[config.mk]
export PLATFORM = sky130hd
export DESIGN_NAME = rtcal_top
export DESIGN_NICKNAME = d
export VERILOG_FILES = /design/src/rtcal_pkg.sv /design/src/rtcal_top.sv
export SDC_FILE = /design/constraint.sdc
export NUM_CORES = 1
export LEC_CHECK = 0
export BUFFER_PORTS_ARGS = -buffer_cell sky130_fd_sc_hd__buf_2
export CORE_MARGIN = 1.5
export CORE_UTILIZATION = 51
export DETAILED_ROUTE_END_ITERATION = 8
export GPL_TIMING_DRIVEN = 0
export PLACE_DENSITY = 0.75
export SYNTH_ARGS = -nofsm -noshare
export SYNTH_HDL_FRONTEND = slang
export SYNTH_SLANG_ARGS = --single-unit
[constraint.sdc]
create_clock -name clock -period 2.4 [get_ports clock]
set_clock_uncertainty 0.15 [all_clocks]
set_input_delay 0.48 -clock clock [delete_from_list [all_inputs] [get_ports clock]]
set_output_delay 0.48 -clock clock [all_outputs]
set_load 0.02 [all_outputs]
[src/rtcal_pkg.sv]
// Package for the dual alarm compare block: offsets, fields, types.
// Assumes BCD time inputs from the timekeeping counters.
package rtcal_pkg;

    localparam int          ADDR_W        = 5;
    localparam logic [4:0]  OFS_A1_SEC    = 5'h10;
    localparam logic [4:0]  OFS_A1_MIN    = 5'h11;
    localparam logic [4:0]  OFS_A1_HRS    = 5'h12;
    localparam logic [4:0]  OFS_A1_DAYDT  = 5'h13;
    localparam logic [4:0]  OFS_A1_MON    = 5'h14;
    localparam logic [4:0]  OFS_A1_YEAR   = 5'h15;
    localparam logic [4:0]  OFS_A2_MIN    = 5'h16;
    localparam logic [4:0]  OFS_A2_HRS    = 5'h17;
    localparam logic [4:0]  OFS_A2_DAYDT  = 5'h18;
    localparam logic [4:0]  OFS_INT_STAT  = 5'h01;
    localparam logic [4:0]  OFS_INT_MASK  = 5'h02;

    localparam int          MASK_BIT      = 7;
    localparam int          YEARMASK_BIT  = 6;
    localparam int          WDSEL_BIT     = 6;
    localparam int          FMT12_BIT     = 6;
    localparam logic [7:0]  REG_RESET     = 8'h00;
    localparam logic [7:0]  SEC_FIELD     = 8'h7F;
    localparam logic [7:0]  HRS_FIELD     = 8'h3F;
    localparam logic [7:0]  DAYDT_FIELD   = 8'h3F;
    localparam logic [7:0]  DATE_FIELD    = 8'h3F;
    localparam logic [7:0]  DAY_FIELD     = 8'h07;
    localparam logic [7:0]  MON_FIELD     = 8'h1F;
    localparam logic [7:0]  YEAR_FIELD    = 8'hFF;
    localparam logic [1:0]  IRQ_FIELD     = 2'h3;

    // Current time from the timekeeping counters, BCD.
    typedef struct packed {
        logic [7:0] seconds;
        logic [7:0] minutes;
        logic [7:0] hours;
        logic [7:0] day;
        logic [7:0] date;
        logic [7:0] month;
        logic [7:0] year;
    } rtcal_time_s;

    // Register bus request.
    typedef struct packed {
        logic [4:0] addr;
        logic [7:0] wdata;
        logic       wr;
        logic       rd;
    } rtcal_bus_s;

endpackage

[src/rtcal_top.sv]
// Dual alarm registers and compare logic.
// Assumes a one-cycle second tick and coherent BCD time beside it.
`timescale 1ns/1ps

module rtcal_top
    import rtcal_pkg::*;
(
    // Clock and reset
    input  wire logic        clock,
    input  wire logic        rst,
    // Register port
    input  wire logic [4:0]  addr,
    input  wire logic [7:0]  wdata,
    input  wire logic        wr,
    input  wire logic        rd,
    output logic      [7:0]  rdata,
    // Timekeeping side
    input  wire logic        sec_tick,
    input  wire rtcal_time_s now,
    // Interrupt
    output logic             irq
);

    logic [7:0] a1_sec, a1_min, a1_hrs, a1_daydt, a1_mon, a1_year;
    logic [7:0] a2_min, a2_hrs, a2_daydt;
    logic [1:0] int_stat;
    logic [1:0] int_mask;
    logic       a1_match, a2_match;
    logic       next_a1_event, next_a2_event;

    // Field compare with optional mask
    function automatic logic fld_eq(input logic [7:0] a, input logic [7:0] b,
                                    input logic [7:0] m, input logic msk);
        fld_eq = msk | ((a & m) == (b & m));
    endfunction

    // Day/date compare chosen by the weekday select
    function automatic logic dd_eq(input logic [7:0] r,
                                   input rtcal_time_s t);
        if (r[WDSEL_BIT])
            dd_eq = (r & DAY_FIELD) == (t.day & DAY_FIELD);
        else
            dd_eq = (r & DATE_FIELD) == (t.date & DATE_FIELD);
    endfunction

    // Alarm register writes, reset to zero
    always_ff @(posedge clock) begin
        if (rst) begin
            a1_sec   <= REG_RESET;
            a1_min   <= REG_RESET;
            a1_hrs   <= REG_RESET;
            a1_daydt <= REG_RESET;
            a1_mon   <= REG_RESET;
            a1_year  <= REG_RESET;
            a2_min   <= REG_RESET;
            a2_hrs   <= REG_RESET;
            a2_daydt <= REG_RESET;
        end else if (wr) begin
            case (addr)
                OFS_A1_SEC:   a1_sec   <= wdata;
                OFS_A1_MIN:   a1_min   <= wdata;
                OFS_A1_HRS:   a1_hrs   <= wdata & 8'hBF;
                OFS_A1_DAYDT: a1_daydt <= wdata;
                OFS_A1_MON:   a1_mon   <= wdata & 8'hDF;
                OFS_A1_YEAR:  a1_year  <= wdata;
                OFS_A2_MIN:   a2_min   <= wdata;
                OFS_A2_HRS:   a2_hrs   <= wdata & 8'hBF;
                OFS_A2_DAYDT: a2_daydt <= wdata;
                default: ;
            endcase
        end
    end

    // Hours bit5 is compared as stored: meridiem or twenties alike
    always_comb begin
        a1_match = fld_eq(a1_sec, now.seconds, SEC_FIELD, a1_sec[MASK_BIT])
            & fld_eq(a1_min, now.minutes, SEC_FIELD, a1_min[MASK_BIT])
            & fld_eq(a1_hrs, now.hours, HRS_FIELD, a1_hrs[MASK_BIT])
            & (a1_daydt[MASK_BIT] | dd_eq(a1_daydt, now))
            & fld_eq(a1_mon, now.month, MON_FIELD, a1_mon[MASK_BIT])
            & fld_eq(a1_year, now.year, YEAR_FIELD,
                     a1_mon[YEARMASK_BIT]);
        // Alarm 2 fires on second zero of the selected minute
        a2_match = (now.seconds & SEC_FIELD) == REG_RESET
            & fld_eq(a2_min, now.minutes, SEC_FIELD, a2_min[MASK_BIT])
            & fld_eq(a2_hrs, now.hours, HRS_FIELD, a2_hrs[MASK_BIT])
            & (a2_daydt[MASK_BIT] | dd_eq(a2_daydt, now));
        next_a1_event = sec_tick & a1_match;
        next_a2_event = sec_tick & a2_match;
    end

    // Sticky status, write one clears, set wins
    always_ff @(posedge clock) begin
        if (rst)
            int_stat <= 2'h0;
        else
            int_stat <= (int_stat & ~((wr && addr == OFS_INT_STAT) ?
                        wdata[1:0] : 2'h0))
                        | {next_a2_event, next_a1_event};
    end

    always_ff @(posedge clock) begin
        if (rst)
            int_mask <= 2'h0;
        else if (wr && addr == OFS_INT_MASK)
            int_mask <= wdata[1:0] & IRQ_FIELD;
    end

    assign irq = |(int_stat & int_mask);

    // Read data, one cycle after the strobe
    always_ff @(posedge clock) begin
        if (rst)
            rdata <= 8'h00;
        else if (rd) begin
            case (addr)
                OFS_A1_SEC:   rdata <= a1_sec;
                OFS_A1_MIN:   rdata <= a1_min;
                OFS_A1_HRS:   rdata <= a1_hrs;
                OFS_A1_DAYDT: rdata <= a1_daydt;
                OFS_A1_MON:   rdata <= a1_mon;
                OFS_A1_YEAR:  rdata <= a1_year;
                OFS_A2_MIN:   rdata <= a2_min;
                OFS_A2_HRS:   rdata <= a2_hrs;
                OFS_A2_DAYDT: rdata <= a2_daydt;
                OFS_INT_STAT: rdata <= {6'h00, int_stat};
                OFS_INT_MASK: rdata <= {6'h00, int_mask};
                default:      rdata <= 8'h00;
            endcase
        end else
            rdata <= 8'h00;
    end

    // Checks
    property p_a2_every_minute;
        @(posedge clock) disable iff (rst)
        (sec_tick && a2_min[7] && a2_hrs[7] && a2_daydt[7]
         && now.seconds[6:0] == 7'h00) |=> int_stat[1];
    endproperty
    a_a2_every_minute: assert property (p_a2_every_minute)
        else $error("alarm 2 missed per-minute event");

    property p_a2_min_match;
        @(posedge clock) disable iff (rst)
        (sec_tick && !a2_min[7] && a2_hrs[7] && a2_daydt[7]
         && now.seconds[6:0] == 7'h00 && now.minutes[6:0] == a2_min[6:0])
        |=> int_stat[1];
    endproperty
    a_a2_min_match: assert property (p_a2_min_match)
        else $error("alarm 2 missed minute match");

    property p_a2_hm_mismatch;
        @(posedge clock) disable iff (rst)
        (!int_stat[1] && !a2_hrs[7] && now.hours[5:0] != a2_hrs[5:0]
         && !(wr && addr == OFS_A2_HRS)) |=> !int_stat[1];
    endproperty
    a_a2_hm_mismatch: assert property (p_a2_hm_mismatch)
        else $error("alarm 2 set on hours mismatch");

    property p_a2_date;
        @(posedge clock) disable iff (rst)
        (!int_stat[1] && !a2_daydt[7] && !a2_daydt[6]
         && now.date[5:0] != a2_daydt[5:0]) |=> !int_stat[1];
    endproperty
    a_a2_date: assert property (p_a2_date)
        else $error("alarm 2 set on date mismatch");

    property p_a2_day;
        @(posedge clock) disable iff (rst)
        (!int_stat[1] && !a2_daydt[7] && a2_daydt[6]
         && now.day[2:0] != a2_daydt[2:0]) |=> !int_stat[1];
    endproperty
    a_a2_day: assert property (p_a2_day)
        else $error("alarm 2 set on weekday mismatch");

    property p_no_tick_no_set;
        @(posedge clock) disable iff (rst)
        (!sec_tick && int_stat == 2'h0) |=> int_stat == 2'h0;
    endproperty
    a_no_tick_no_set: assert property (p_no_tick_no_set)
        else $error("alarm flag set without second tick");

    property p_a1_year_mask;
        @(posedge clock) disable iff (rst)
        (!int_stat[0] && !a1_mon[6] && now.year != a1_year)
        |=> !int_stat[0];
    endproperty
    a_a1_year_mask: assert property (p_a1_year_mask)
        else $error("alarm 1 set on year mismatch");

    property p_a1_hours;
        @(posedge clock) disable iff (rst)
        (!int_stat[0] && !a1_hrs[7] && now.hours[5:0] != a1_hrs[5:0])
        |=> !int_stat[0];
    endproperty
    a_a1_hours: assert property (p_a1_hours)
        else $error("alarm 1 set on hours mismatch");

    property p_readback;
        @(posedge clock) disable iff (rst)
        (wr && addr == OFS_A1_YEAR) ##1 !wr
        ##1 (rd && addr == OFS_A1_YEAR && !wr)
        |=> rdata == $past(wdata, 3);
    endproperty
    a_readback: assert property (p_readback)
        else $error("alarm year readback mismatch");

    // Writes land with reserved bits cleared
    property p_a1_sec_write;
        @(posedge clock) disable iff (rst)
        (wr && addr == OFS_A1_SEC) |=> a1_sec == $past(wdata);
    endproperty
    a_a1_sec_write: assert property (p_a1_sec_write)
        else $error("alarm 1 seconds write lost");

    property p_a1_min_write;
        @(posedge clock) disable iff (rst)
        (wr && addr == OFS_A1_MIN) |=> a1_min == $past(wdata);
    endproperty
    a_a1_min_write: assert property (p_a1_min_write)
        else $error("alarm 1 minutes write lost");

    property p_a1_hrs_write;
        @(posedge clock) disable iff (rst)
        (wr && addr == OFS_A1_HRS) |=> a1_hrs == ($past(wdata) & 8'hBF);
    endproperty
    a_a1_hrs_write: assert property (p_a1_hrs_write)
        else $error("alarm 1 hours write wrong");

    property p_a1_daydt_write;
        @(posedge clock) disable iff (rst)
        (wr && addr == OFS_A1_DAYDT) |=> a1_daydt == $past(wdata);
    endproperty
    a_a1_daydt_write: assert property (p_a1_daydt_write)
        else $error("alarm 1 day/date write lost");

    property p_a1_mon_write;
        @(posedge clock) disable iff (rst)
        (wr && addr == OFS_A1_MON) |=> a1_mon == ($past(wdata) & 8'hDF);
    endproperty
    a_a1_mon_write: assert property (p_a1_mon_write)
        else $error("alarm 1 month write wrong");

    property p_a1_year_write;
        @(posedge clock) disable iff (rst)
        (wr && addr == OFS_A1_YEAR) |=> a1_year == $past(wdata);
    endproperty
    a_a1_year_write: assert property (p_a1_year_write)
        else $error("alarm 1 year write lost");

    property p_a2_min_write;
        @(posedge clock) disable iff (rst)
        (wr && addr == OFS_A2_MIN) |=> a2_min == $past(wdata);
    endproperty
    a_a2_min_write: assert property (p_a2_min_write)
        else $error("alarm 2 minutes write lost");

    property p_a2_hrs_write;
        @(posedge clock) disable iff (rst)
        (wr && addr == OFS_A2_HRS) |=> a2_hrs == ($past(wdata) & 8'hBF);
    endproperty
    a_a2_hrs_write: assert property (p_a2_hrs_write)
        else $error("alarm 2 hours write wrong");

    property p_a2_daydt_write;
        @(posedge clock) disable iff (rst)
        (wr && addr == OFS_A2_DAYDT) |=> a2_daydt == $past(wdata);
    endproperty
    a_a2_daydt_write: assert property (p_a2_daydt_write)
        else $error("alarm 2 day/date write lost");

    // Reset clears every field and the status
    property p_reset_clear;
        @(posedge clock)
        rst |=> (a1_sec == REG_RESET && a1_min == REG_RESET
                 && a1_hrs == REG_RESET && a1_daydt == REG_RESET
                 && a1_mon == REG_RESET && a1_year == REG_RESET
                 && a2_min == REG_RESET && a2_hrs == REG_RESET
                 && a2_daydt == REG_RESET && int_stat == 2'h0
                 && rdata == 8'h00);
    endproperty
    a_reset_clear: assert property (p_reset_clear)
        else $error("register not cleared by reset");

    property p_rdata_idle;
        @(posedge clock) disable iff (rst)
        !rd |=> rdata == 8'h00;
    endproperty
    a_rdata_idle: assert property (p_rdata_idle)
        else $error("read data outside read slot");

    // Unmasked alarm 1 field mismatches and alarm 2 minute mismatches never raise their flag
    property p_a1_sec_mismatch;
        @(posedge clock) disable iff (rst)
        (!int_stat[0] && !a1_sec[7] && now.seconds[6:0] != a1_sec[6:0])
        |=> !int_stat[0];
    endproperty
    a_a1_sec_mismatch: assert property (p_a1_sec_mismatch)
        else $error("alarm 1 set on seconds mismatch");

    property p_a1_min_mismatch;
        @(posedge clock) disable iff (rst)
        (!int_stat[0] && !a1_min[7] && now.minutes[6:0] != a1_min[6:0])
        |=> !int_stat[0];
    endproperty
    a_a1_min_mismatch: assert property (p_a1_min_mismatch)
        else $error("alarm 1 set on minutes mismatch");

    property p_a1_date_mismatch;
        @(posedge clock) disable iff (rst)
        (!int_stat[0] && !a1_daydt[7] && !a1_daydt[6]
         && now.date[5:0] != a1_daydt[5:0]) |=> !int_stat[0];
    endproperty
    a_a1_date_mismatch: assert property (p_a1_date_mismatch)
        else $error("alarm 1 set on date mismatch");

    property p_a1_day_mismatch;
        @(posedge clock) disable iff (rst)
        (!int_stat[0] && !a1_daydt[7] && a1_daydt[6]
         && now.day[2:0] != a1_daydt[2:0]) |=> !int_stat[0];
    endproperty
    a_a1_day_mismatch: assert property (p_a1_day_mismatch)
        else $error("alarm 1 set on weekday mismatch");

    property p_a1_month_mismatch;
        @(posedge clock) disable iff (rst)
        (!int_stat[0] && !a1_mon[7] && now.month[4:0] != a1_mon[4:0])
        |=> !int_stat[0];
    endproperty
    a_a1_month_mismatch: assert property (p_a1_month_mismatch)
        else $error("alarm 1 set on month mismatch");

    property p_a2_min_mismatch;
        @(posedge clock) disable iff (rst)
        (!int_stat[1] && !a2_min[7] && now.minutes[6:0] != a2_min[6:0])
        |=> !int_stat[1];
    endproperty
    a_a2_min_mismatch: assert property (p_a2_min_mismatch)
        else $error("alarm 2 set on minutes mismatch");

    // Status flag: match on a tick sets it, even against a clear
    property p_a1_set;
        @(posedge clock) disable iff (rst)
        (sec_tick && a1_match) |=> int_stat[0];
    endproperty
    a_a1_set: assert property (p_a1_set)
        else $error("alarm 1 match did not set flag");

    property p_a1_clear;
        @(posedge clock) disable iff (rst)
        (wr && addr == OFS_INT_STAT && wdata[0] && !next_a1_event)
        |=> !int_stat[0];
    endproperty
    a_a1_clear: assert property (p_a1_clear)
        else $error("alarm 1 flag not cleared");

    c_a1_fire: cover property (@(posedge clock) disable iff (rst)
        next_a1_event);
    c_a2_fire: cover property (@(posedge clock) disable iff (rst)
        next_a2_event);
    c_irq: cover property (@(posedge clock) disable iff (rst) irq);
    c_set_clear: cover property (@(posedge clock) disable iff (rst)
        next_a1_event && wr && addr == OFS_INT_STAT);

endmodule

==> flow_summary.rst, run 1 <==
.. list-table::
   :header-rows: 1

   * - Metric
     - Value
   * - Number of storage elements in the synthesis netlist
     - 81
   * - Final setup TNS
     - 0 ns
   * - Final design area excluding fillers
     - 4860 sq um
   * - Final nets
     - 661
   * - Placed instance count
     - 681
   * - Number of buffer and inverter instances along the worst setup path
     - 3
   * - Weighted congestion reported at the end of routability-driven placement
     - 0.937
   * - Number of buffers inserted by port buffering
     - 60
   * - Max-cap violations
     - 0
   * - Max_slew headroom
     - 51.6%
   * - Post-synthesis area per instance
     - 8.22 sq um
   * - Crit path largest cell delay
     - 0.48 ns
   * - Maximum level of the CTS H-tree
     - 3
   * - Required @ worst endpoint
     - 2.46 ns
   * - Post-CTS Setup Repair Bufs
     - 0
   * - Maximum operating frequency
     - 484 MHz
   * - Predominant post-synthesis flop cell
     - sky130_fd_sc_hd__dfxtp_1
   * - Yosys warnings
     - 0
   * - # IOs
     - 83
   * - Area of the core
     - 8130 sq um
   * - Post-route antenna net violation count
     - 0
   * - Initial antenna violation count
     - 0
   * - Time the final worst path needs with I/O delays and setup
     - 2.07 ns
   * - Leakage power
     - 1.67 nW
   * - Fraction of final layout cells with drive strength greater than 1
     - 17.7%
   * - Vertical die dimension
     - 94.2 um
   * - Total CTS buffers
     - 9
   * - Run status
     - complete, no violations
   * - Final Routed Wirelength
     - 13.8 mm
   * - Antenna diode count
     - 0
   * - RSZ-0062 raised after global routing
     - no
   * - Number of max-slew violations in the final report
     - 0
   * - Proportion of synthesized flip-flops having asynchronous set or reset
     - 0%
   * - CP top delay family
     - simple AND/OR/NAND/NOR gates
   * - Routed via count
     - 4331
   * - Final Cycle Share
     - 86.1%
   * - Maximum ir drop on the vdd rail
     - 0.327 mV
   * - Sequential share of the synthesized area
     - 38.2%
   * - Pin count of the biggest net entering global routing
     - 15
   * - Count of flip-flops with a built-in enable after synthesis
     - 0
   * - Area overhead of the layout relative to synthesis
     - 14.7%
   * - Violation count after the first detailed-routing iteration
     - 591
   * - Initial core utilization
     - 52.1%
   * - Die boundary width
     - 94.2 um
   * - Peak fanout along the critical path
     - 10
   * - GRT Total Usage
     - 32.5%
   * - Filler Cells Inserted
     - 731
   * - Cell Chain, Critical Path
     - buf_2 -> nand2b_1 -> buf_6 -> nor4_4 -> buf_2 -> nand2_2 -> nand2_1 -> a21oi_1
   * - Sort of element at the start of the critical path
     - input pin
   * - Final-layout worst hold slack
     - 0.292 ns
   * - Hold_buf cts
     - 0
   * - Instance area after placement
     - 4670 sq um
   * - Class of the most critical setup path
     - in -> reg
   * - Slew @ Worst Pin
     - 0.726 ns
   * - Worst-skew pair later-pin latency
     - 0.35 ns
   * - Pwr Density
     - 535 nW/um^2
   * - Number of standard cells after synthesis
     - 516
   * - DRC errors left
     - 0
   * - Count of non-filler cells in the finished layout
     - 697
   * - Floorplan die area
     - 8870 sq um
   * - Final setup violation count
     - 0
   * - Leftover overflow at the end of global routing
     - 0
   * - Post-layout power
     - 0.00260 W
   * - Path type of the worst min-delay path
     - in -> reg
   * - Average wire length per cell after detail routing
     - 19.8 um
   * - Cell variety after synth
     - 42
   * - # rows
     - 33
   * - Placed wire-length estimate after detailed placement
     - 10.4 mm
   * - Resized Gates After CTS
     - 0
   * - Wire length of the first global-routing pass
     - 21.5 mm
   * - Length of the first detailed-routing pass in iterations
     - 8
   * - CTS tree
     - yes
   * - Library cell used as clock root buffer
     - sky130_fd_sc_hd__clkbuf_8
   * - Worst setup EP type
     - flip-flop
   * - Cell with the most instances on the worst path
     - sky130_fd_sc_hd__buf_2
   * - Clk slew on worst S/H paths
     - 0.08 ns
   * - CTS sink count
     - 81
   * - Arr. time, crit path
     - 2.13 ns
   * - Vias per Instance
     - 6.21
   * - Vias in the first global route
     - 4056
   * - Cell area after technology mapping
     - 4240 sq um
   * - Syn Nets
     - 590
   * - Clock Path Buffers
     - 2
   * - Final hold violation count
     - 0
   * - Standard cell with the maximum stage delay on the critical path
     - sky130_fd_sc_hd__nor4_4
## synthesized netlist by cell type (2+ instances only)
cell	instances	area, sq um
sky130_fd_sc_hd__nand2_1	81	304
sky130_fd_sc_hd__a22o_1	5	43.8
sky130_fd_sc_hd__or3b_4	2	22.5
sky130_fd_sc_hd__buf_4	3	22.5
sky130_fd_sc_hd__nor3_1	7	35.0
sky130_fd_sc_hd__o31ai_1	2	15.0
sky130_fd_sc_hd__nor4_1	9	56.3
sky130_fd_sc_hd__nand4_1	5	31.3
sky130_fd_sc_hd__dfxtp_1	81	1620
sky130_fd_sc_hd__o21a_1	4	30.0
sky130_fd_sc_hd__clkbuf_1	24	90.1
sky130_fd_sc_hd__buf_2	4	20.0
sky130_fd_sc_hd__nand2_2	5	31.3
sky130_fd_sc_hd__a21oi_1	74	370
sky130_fd_sc_hd__nor2_4	3	33.8
sky130_fd_sc_hd__a222oi_1	7	70.1
sky130_fd_sc_hd__xor2_1	34	298
sky130_fd_sc_hd__nor4_4	2	42.5
sky130_fd_sc_hd__a41oi_1	4	35.0
sky130_fd_sc_hd__a31oi_1	2	12.5
sky130_fd_sc_hd__nand3b_1	2	15.0
sky130_fd_sc_hd__nand3_1	78	390
sky130_fd_sc_hd__and2_1	2	12.5
sky130_fd_sc_hd__xnor2_1	31	272
sky130_fd_sc_hd__inv_1	4	15.0
sky130_fd_sc_hd__buf_6	5	56.3
sky130_fd_sc_hd__a22oi_1	20	150
sky130_fd_sc_hd__nor2_2	2	12.5
## power breakdown
part	switching, W	total, W	internal [W]	leakage (nW)
Combinational	0.000177	0.000278	0.000101	0.933
Clock	0.000527	0.000963	0.000436	0.0878
Sequential	0.0000114	0.00136	0.00135	0.653
Total	0.000715	0.00260	0.00189	1.67
## flip-flops by register name (all words and copies together) (netlist names)
| register | flops |
|---|---|
| int_mask | 2 |
| a1_mon | 7 |
| a2_hrs | 7 |
| a1_year | 8 |
| a1_sec | 8 |
| rdata | 8 |
| a2_daydt | 8 |
| a1_min | 8 |
| a1_daydt | 8 |
| int_stat | 2 |
| a2_min | 8 |
| a1_hrs | 7 |
## placed cells by master, fill, tap and decap left out, types with 2 or more instances in the layout
cell type,netlist,final
sky130_fd_sc_hd__nand2_1,81,81
sky130_fd_sc_hd__dfxtp_1,81,81
sky130_fd_sc_hd__nand3_1,78,78
sky130_fd_sc_hd__a21oi_1,74,74
sky130_fd_sc_hd__buf_2,4,64
sky130_fd_sc_hd__xor2_1,34,34
sky130_fd_sc_hd__xnor2_1,31,31
sky130_fd_sc_hd__clkbuf_1,24,24
sky130_fd_sc_hd__a22oi_1,20,20
sky130_fd_sc_hd__clkbuf_8,0,11
sky130_fd_sc_hd__nor4_1,9,9
sky130_fd_sc_hd__nor3_1,7,7
sky130_fd_sc_hd__a222oi_1,7,7
sky130_fd_sc_hd__a22o_1,5,5
sky130_fd_sc_hd__buf_6,5,5
sky130_fd_sc_hd__nand2_2,5,5
sky130_fd_sc_hd__nand4_1,5,5
sky130_fd_sc_hd__a41oi_1,4,4
sky130_fd_sc_hd__o21a_1,4,4
sky130_fd_sc_hd__inv_1,4,4
sky130_fd_sc_hd__buf_4,3,3
sky130_fd_sc_hd__nor2_4,3,3
sky130_fd_sc_hd__clkinvlp_4,0,3
sky130_fd_sc_hd__or3b_4,2,2
sky130_fd_sc_hd__nor2_2,2,2
sky130_fd_sc_hd__nor4_4,2,2
sky130_fd_sc_hd__nand3b_1,2,2
sky130_fd_sc_hd__a31oi_1,2,2
sky130_fd_sc_hd__o31ai_1,2,2
sky130_fd_sc_hd__and2_1,2,2
sky130_fd_sc_hd__clkinv_4,0,2
## stage by stage
step	util, %	setup WS, ns
5_1_grt	59.8	0.239
2_1_floorplan	-	0.514
4_1_cts	59.8	0.404
3_3_place_gp	57.4	0.0574
6_report	59.8	0.334
3_5_place_dp	57.4	0.0364
## kinds of logic (layout without fill, tap and decap cells)
family | Yosys count | after routing | share of synthesized area (%)
AND/OR/NAND/NOR | 206 | 206 | 25.2
AO/OA/AOI/OAI | 124 | 124 | 18.4
flip-flops | 81 | 81 | 38.2
XOR/XNOR | 65 | 65 | 13.4
buffers and inverters | 40 | 116 | 4.81
## worst paths after layout
kind	depth (start not counted)	slack (ns)	to	start
setup / recovery	8	0.33	a1_sec[7]	addr[2]
hold / removal	4	0.29	int_stat[1]	wdata[1]
setup reg to reg	5	0.56	int_stat[0]	a1_year[6]
hold reg to reg	2	0.34	a1_daydt[7]	a1_daydt[7]
## metal layers
metal / part of all wire (%) / track usage (%) / vias to the layer above
li1: - / - / 1984
met1: 41 / 43.5 / 2007
met2: 43 / 49.0 / 287
met3: 11 / 6.15 / 53
met4: 4.8 / 17.9 / 0
met5: 0 / 0 / -
## area by class of cell
| type | count | area, sq um | share of cell area, % |
|---|---|---|---|
| clock buffer | 11 | 151 | 3.11 |
| inverter | 4 | 15.0 | 0.309 |
| buffer | 36 | 189 | 3.88 |
| clock inverter | 5 | 40.0 | 0.823 |
| multi-input combinational | 395 | 2410 | 49.7 |
| sequential | 81 | 1620 | 33.3 |
| timing repair buffer | 60 | 300 | 6.17 |
| tap | 105 | 131 | 2.70 |
## worst min-delay path, stage by stage
cell and delay, ns:
sky130_fd_sc_hd__buf_2 0.10, sky130_fd_sc_hd__nand3_1 0.06, sky130_fd_sc_hd__nand2_1 0.06, sky130_fd_sc_hd__a21oi_1 0.05
(Power assumes the default switching activity.)
==> run 2, diff against run 1 <==
--- a/config.mk
+++ b/config.mk
@@ -7,10 +7,9 @@
 export LEC_CHECK = 0
 export BUFFER_PORTS_ARGS = -buffer_cell sky130_fd_sc_hd__buf_2
 export CORE_MARGIN = 1.5
-export CORE_UTILIZATION = 51
+export CORE_UTILIZATION = 30
 export DETAILED_ROUTE_END_ITERATION = 8
 export GPL_TIMING_DRIVEN = 0
-export PLACE_DENSITY = 0.75
 export SYNTH_ARGS = -nofsm -noshare
 export SYNTH_HDL_FRONTEND = slang
 export SYNTH_SLANG_ARGS = --single-unit
==> flow_summary.rst, run 2 (synthesis gave the netlist of run 1 again) <==
.. list-table::
   :header-rows: 1

   * - Metric
     - Value
   * - Post-CTS Setup Repair Bufs
     - 0 (unchanged)
   * - Floorplan die area
     - 14900 sq um (+67%)
   * - Time the final worst path needs with I/O delays and setup
     - 2.04 ns (-0.0304 ns)
   * - Post-layout power
     - 0.00324 W (+24%)
   * - Hold_buf cts
     - 0 (unchanged)
   * - Run status
     - complete, no violations
   * - Instance area after placement
     - 4770 sq um (+2.0%)
   * - Final nets
     - 661 (unchanged)
   * - RSZ-0062 raised after global routing
     - no
   * - Worst-skew pair later-pin latency
     - 0.35 ns (about the same)
   * - Peak fanout along the critical path
     - 10 (unchanged)
   * - Vertical die dimension
     - 122 um (+29%)
   * - Length of the first detailed-routing pass in iterations
     - 6 (-2)
   * - Violation count after the first detailed-routing iteration
     - 540 (-8.6%)
   * - Maximum level of the CTS H-tree
     - 3 (unchanged)
   * - Post-route antenna net violation count
     - 0 (unchanged)
   * - Arr. time, crit path
     - 2.10 ns (-0.03 ns)
   * - Final setup violation count
     - 0 (unchanged)
   * - Max-cap violations
     - 0 (unchanged)
   * - Clk slew on worst S/H paths
     - 0.06 ns (-0.02 ns)
   * - Setup slack of the worst register-to-register path
     - 0.54 ns (-0.02 ns)
   * - Routed via count
     - 4281 (-1.2%)
   * - Initial core utilization
     - 30.7% (-21 points)
   * - Pin count of the biggest net entering global routing
     - 15 (unchanged)
   * - Final Cycle Share
     - 84.8% (-1.3 points)
   * - Max_slew headroom
     - 48.1% (-3.6 points)
   * - Final setup TNS
     - 0 ns (unchanged)
   * - Slew @ Worst Pin
     - 0.779 ns (+0.0535 ns)
   * - Library cell used as clock root buffer
     - sky130_fd_sc_hd__clkbuf_16
   * - Final Routed Wirelength
     - 15.3 mm (+10%)
   * - Leftover overflow at the end of global routing
     - 0 (unchanged)
   * - Die boundary width
     - 122 um (+29%)
   * - Final design area excluding fillers
     - 5110 sq um (+5.1%)
   * - GRT Total Usage
     - 21.2% (-11 points)
   * - Initial antenna violation count
     - 0 (unchanged)
   * - Class of the most critical setup path
     - in -> reg
   * - Number of buffers inserted by port buffering
     - 60 (unchanged)
   * - Placed wire-length estimate after detailed placement
     - 11.6 mm (+12%)
   * - Area of the core
     - 13800 sq um (+70%)
   * - Sort of element at the start of the critical path
     - input pin
   * - Highest-count cells in the layout ignoring fill and taps
     - 81 x sky130_fd_sc_hd__nand2_1, 81 x sky130_fd_sc_hd__dfxtp_1, 78 x sky130_fd_sc_hd__nand3_1, 74 x sky130_fd_sc_hd__a21oi_1, 64 x sky130_fd_sc_hd__buf_2
   * - Resized Gates After CTS
     - 0 (unchanged)
   * - Fraction of final layout cells with drive strength greater than 1
     - 17.7% (unchanged)
   * - Weighted congestion reported at the end of routability-driven placement
     - 0.939 (+0.21%)
   * - # rows
     - 43 (+30%)
   * - CTS sink count
     - 81 (unchanged)
   * - Wire length of the first global-routing pass
     - 23.3 mm (+8.6%)
   * - Clock Path Buffers
     - 2 (unchanged)
   * - Average wire length per cell after detail routing
     - 19.8 um (-0.34%)
   * - # IOs
     - 83 (unchanged)
   * - Crit. Startpoint
     - addr[2]
   * - Vias in the first global route
     - 4137 (+2.0%)
   * - Path type of the worst min-delay path
     - in -> reg
   * - Pwr Density
     - 634 nW/um^2 (+18%)
   * - Leakage power
     - 1.75 nW (+4.4%)
   * - Final hold violation count
     - 0 (unchanged)
   * - Maximum ir drop on the vdd rail
     - 0.357 mV (+9.1%)
   * - Antenna diode count
     - 0 (unchanged)
   * - Required @ worst endpoint
     - 2.46 ns (about the same)
   * - Total CTS buffers
     - 9 (unchanged)
   * - Worst setup EP type
     - flip-flop
   * - Vias per Instance
     - 5.55 (-11%)
   * - Core utilization of the finished layout
     - 37.0% (-23 points)
   * - DRC errors left
     - 0 (unchanged)
   * - Post-Place Worst Slack
     - 0.0341 ns (-0.00224 ns)
   * - Worst R2R Start
     - a2_min[6]
   * - Area overhead of the layout relative to synthesis
     - 20.5%
   * - Start point of the worst hold path
     - wdata[1]
   * - Number of max-slew violations in the final report
     - 0 (unchanged)
   * - Maximum operating frequency
     - 491 MHz (+1.5%)
   * - CTS tree
     - yes
   * - Final setup margin
     - 0.365 ns (+0.0304 ns)
-- run 2: cell types whose count changed in the layout (fill, tap and decap cells not counted), sizes merged --
cell      delta
clkinvlp     -1
bufinv       +3
clkbuf       -2
-- run 2: per-stage QoR --
stage	cells	hold slack, ns
final	772	0.317
after global routing	772	0.360
after CTS	772	0.317
after detailed placement	756	0.327
after global placement	756	0.317
after floorplan	516	0.295
-- run 2: area by class of cell --
| class | instances | area [sq um] |
|---|---|---|
| buffer | 36 | 189 |
| clock buffer | 9 | 225 |
| clock inverter | 7 | 119 |
| fill | 1437 | 8720 |
| inverter | 4 | 15.0 |
| multi-input combinational | 395 | 2410 |
| sequential | 81 | 1620 |
| tap | 180 | 225 |
| timing repair buffer | 60 | 300 |
-- run 2: worst max-delay path, stage by stage --
cell                       delay [ns]
sky130_fd_sc_hd__buf_2           0.14
sky130_fd_sc_hd__nand2b_1        0.16
sky130_fd_sc_hd__buf_6           0.15
sky130_fd_sc_hd__nor4_4          0.47
sky130_fd_sc_hd__buf_2           0.35
sky130_fd_sc_hd__nand2_2         0.15
sky130_fd_sc_hd__nand2_1         0.13
sky130_fd_sc_hd__a21oi_1         0.06
-- run 2: layer usage --
metal | vias up | part of all wire (%) | track usage [%]
met5 | - | 0 | 0
met4 | 0 | 4.1 | 11.3
met3 | 41 | 8.7 | 4.26
met2 | 211 | 44 | 32.5
met1 | 2041 | 43 | 27.8
li1 | 1988 | - | -
-- run 2: path summary, 6_finish.rpt --
check / to / depth (start not counted)
worst max-delay path: a1_sec[4] / 8
worst min-delay path: int_stat[1] / 4
worst max register to register: int_stat[1] / 5
worst min register to register: int_mask[0] / 2
-- run 2: power breakdown --
group	internal (W)	leakage [nW]	total [W]	switching [W]
clock network	0.00102	0.162	0.00159	0.000572
registers	0.00135	0.653	0.00136	0.0000114
logic	0.000101	0.933	0.000287	0.000186
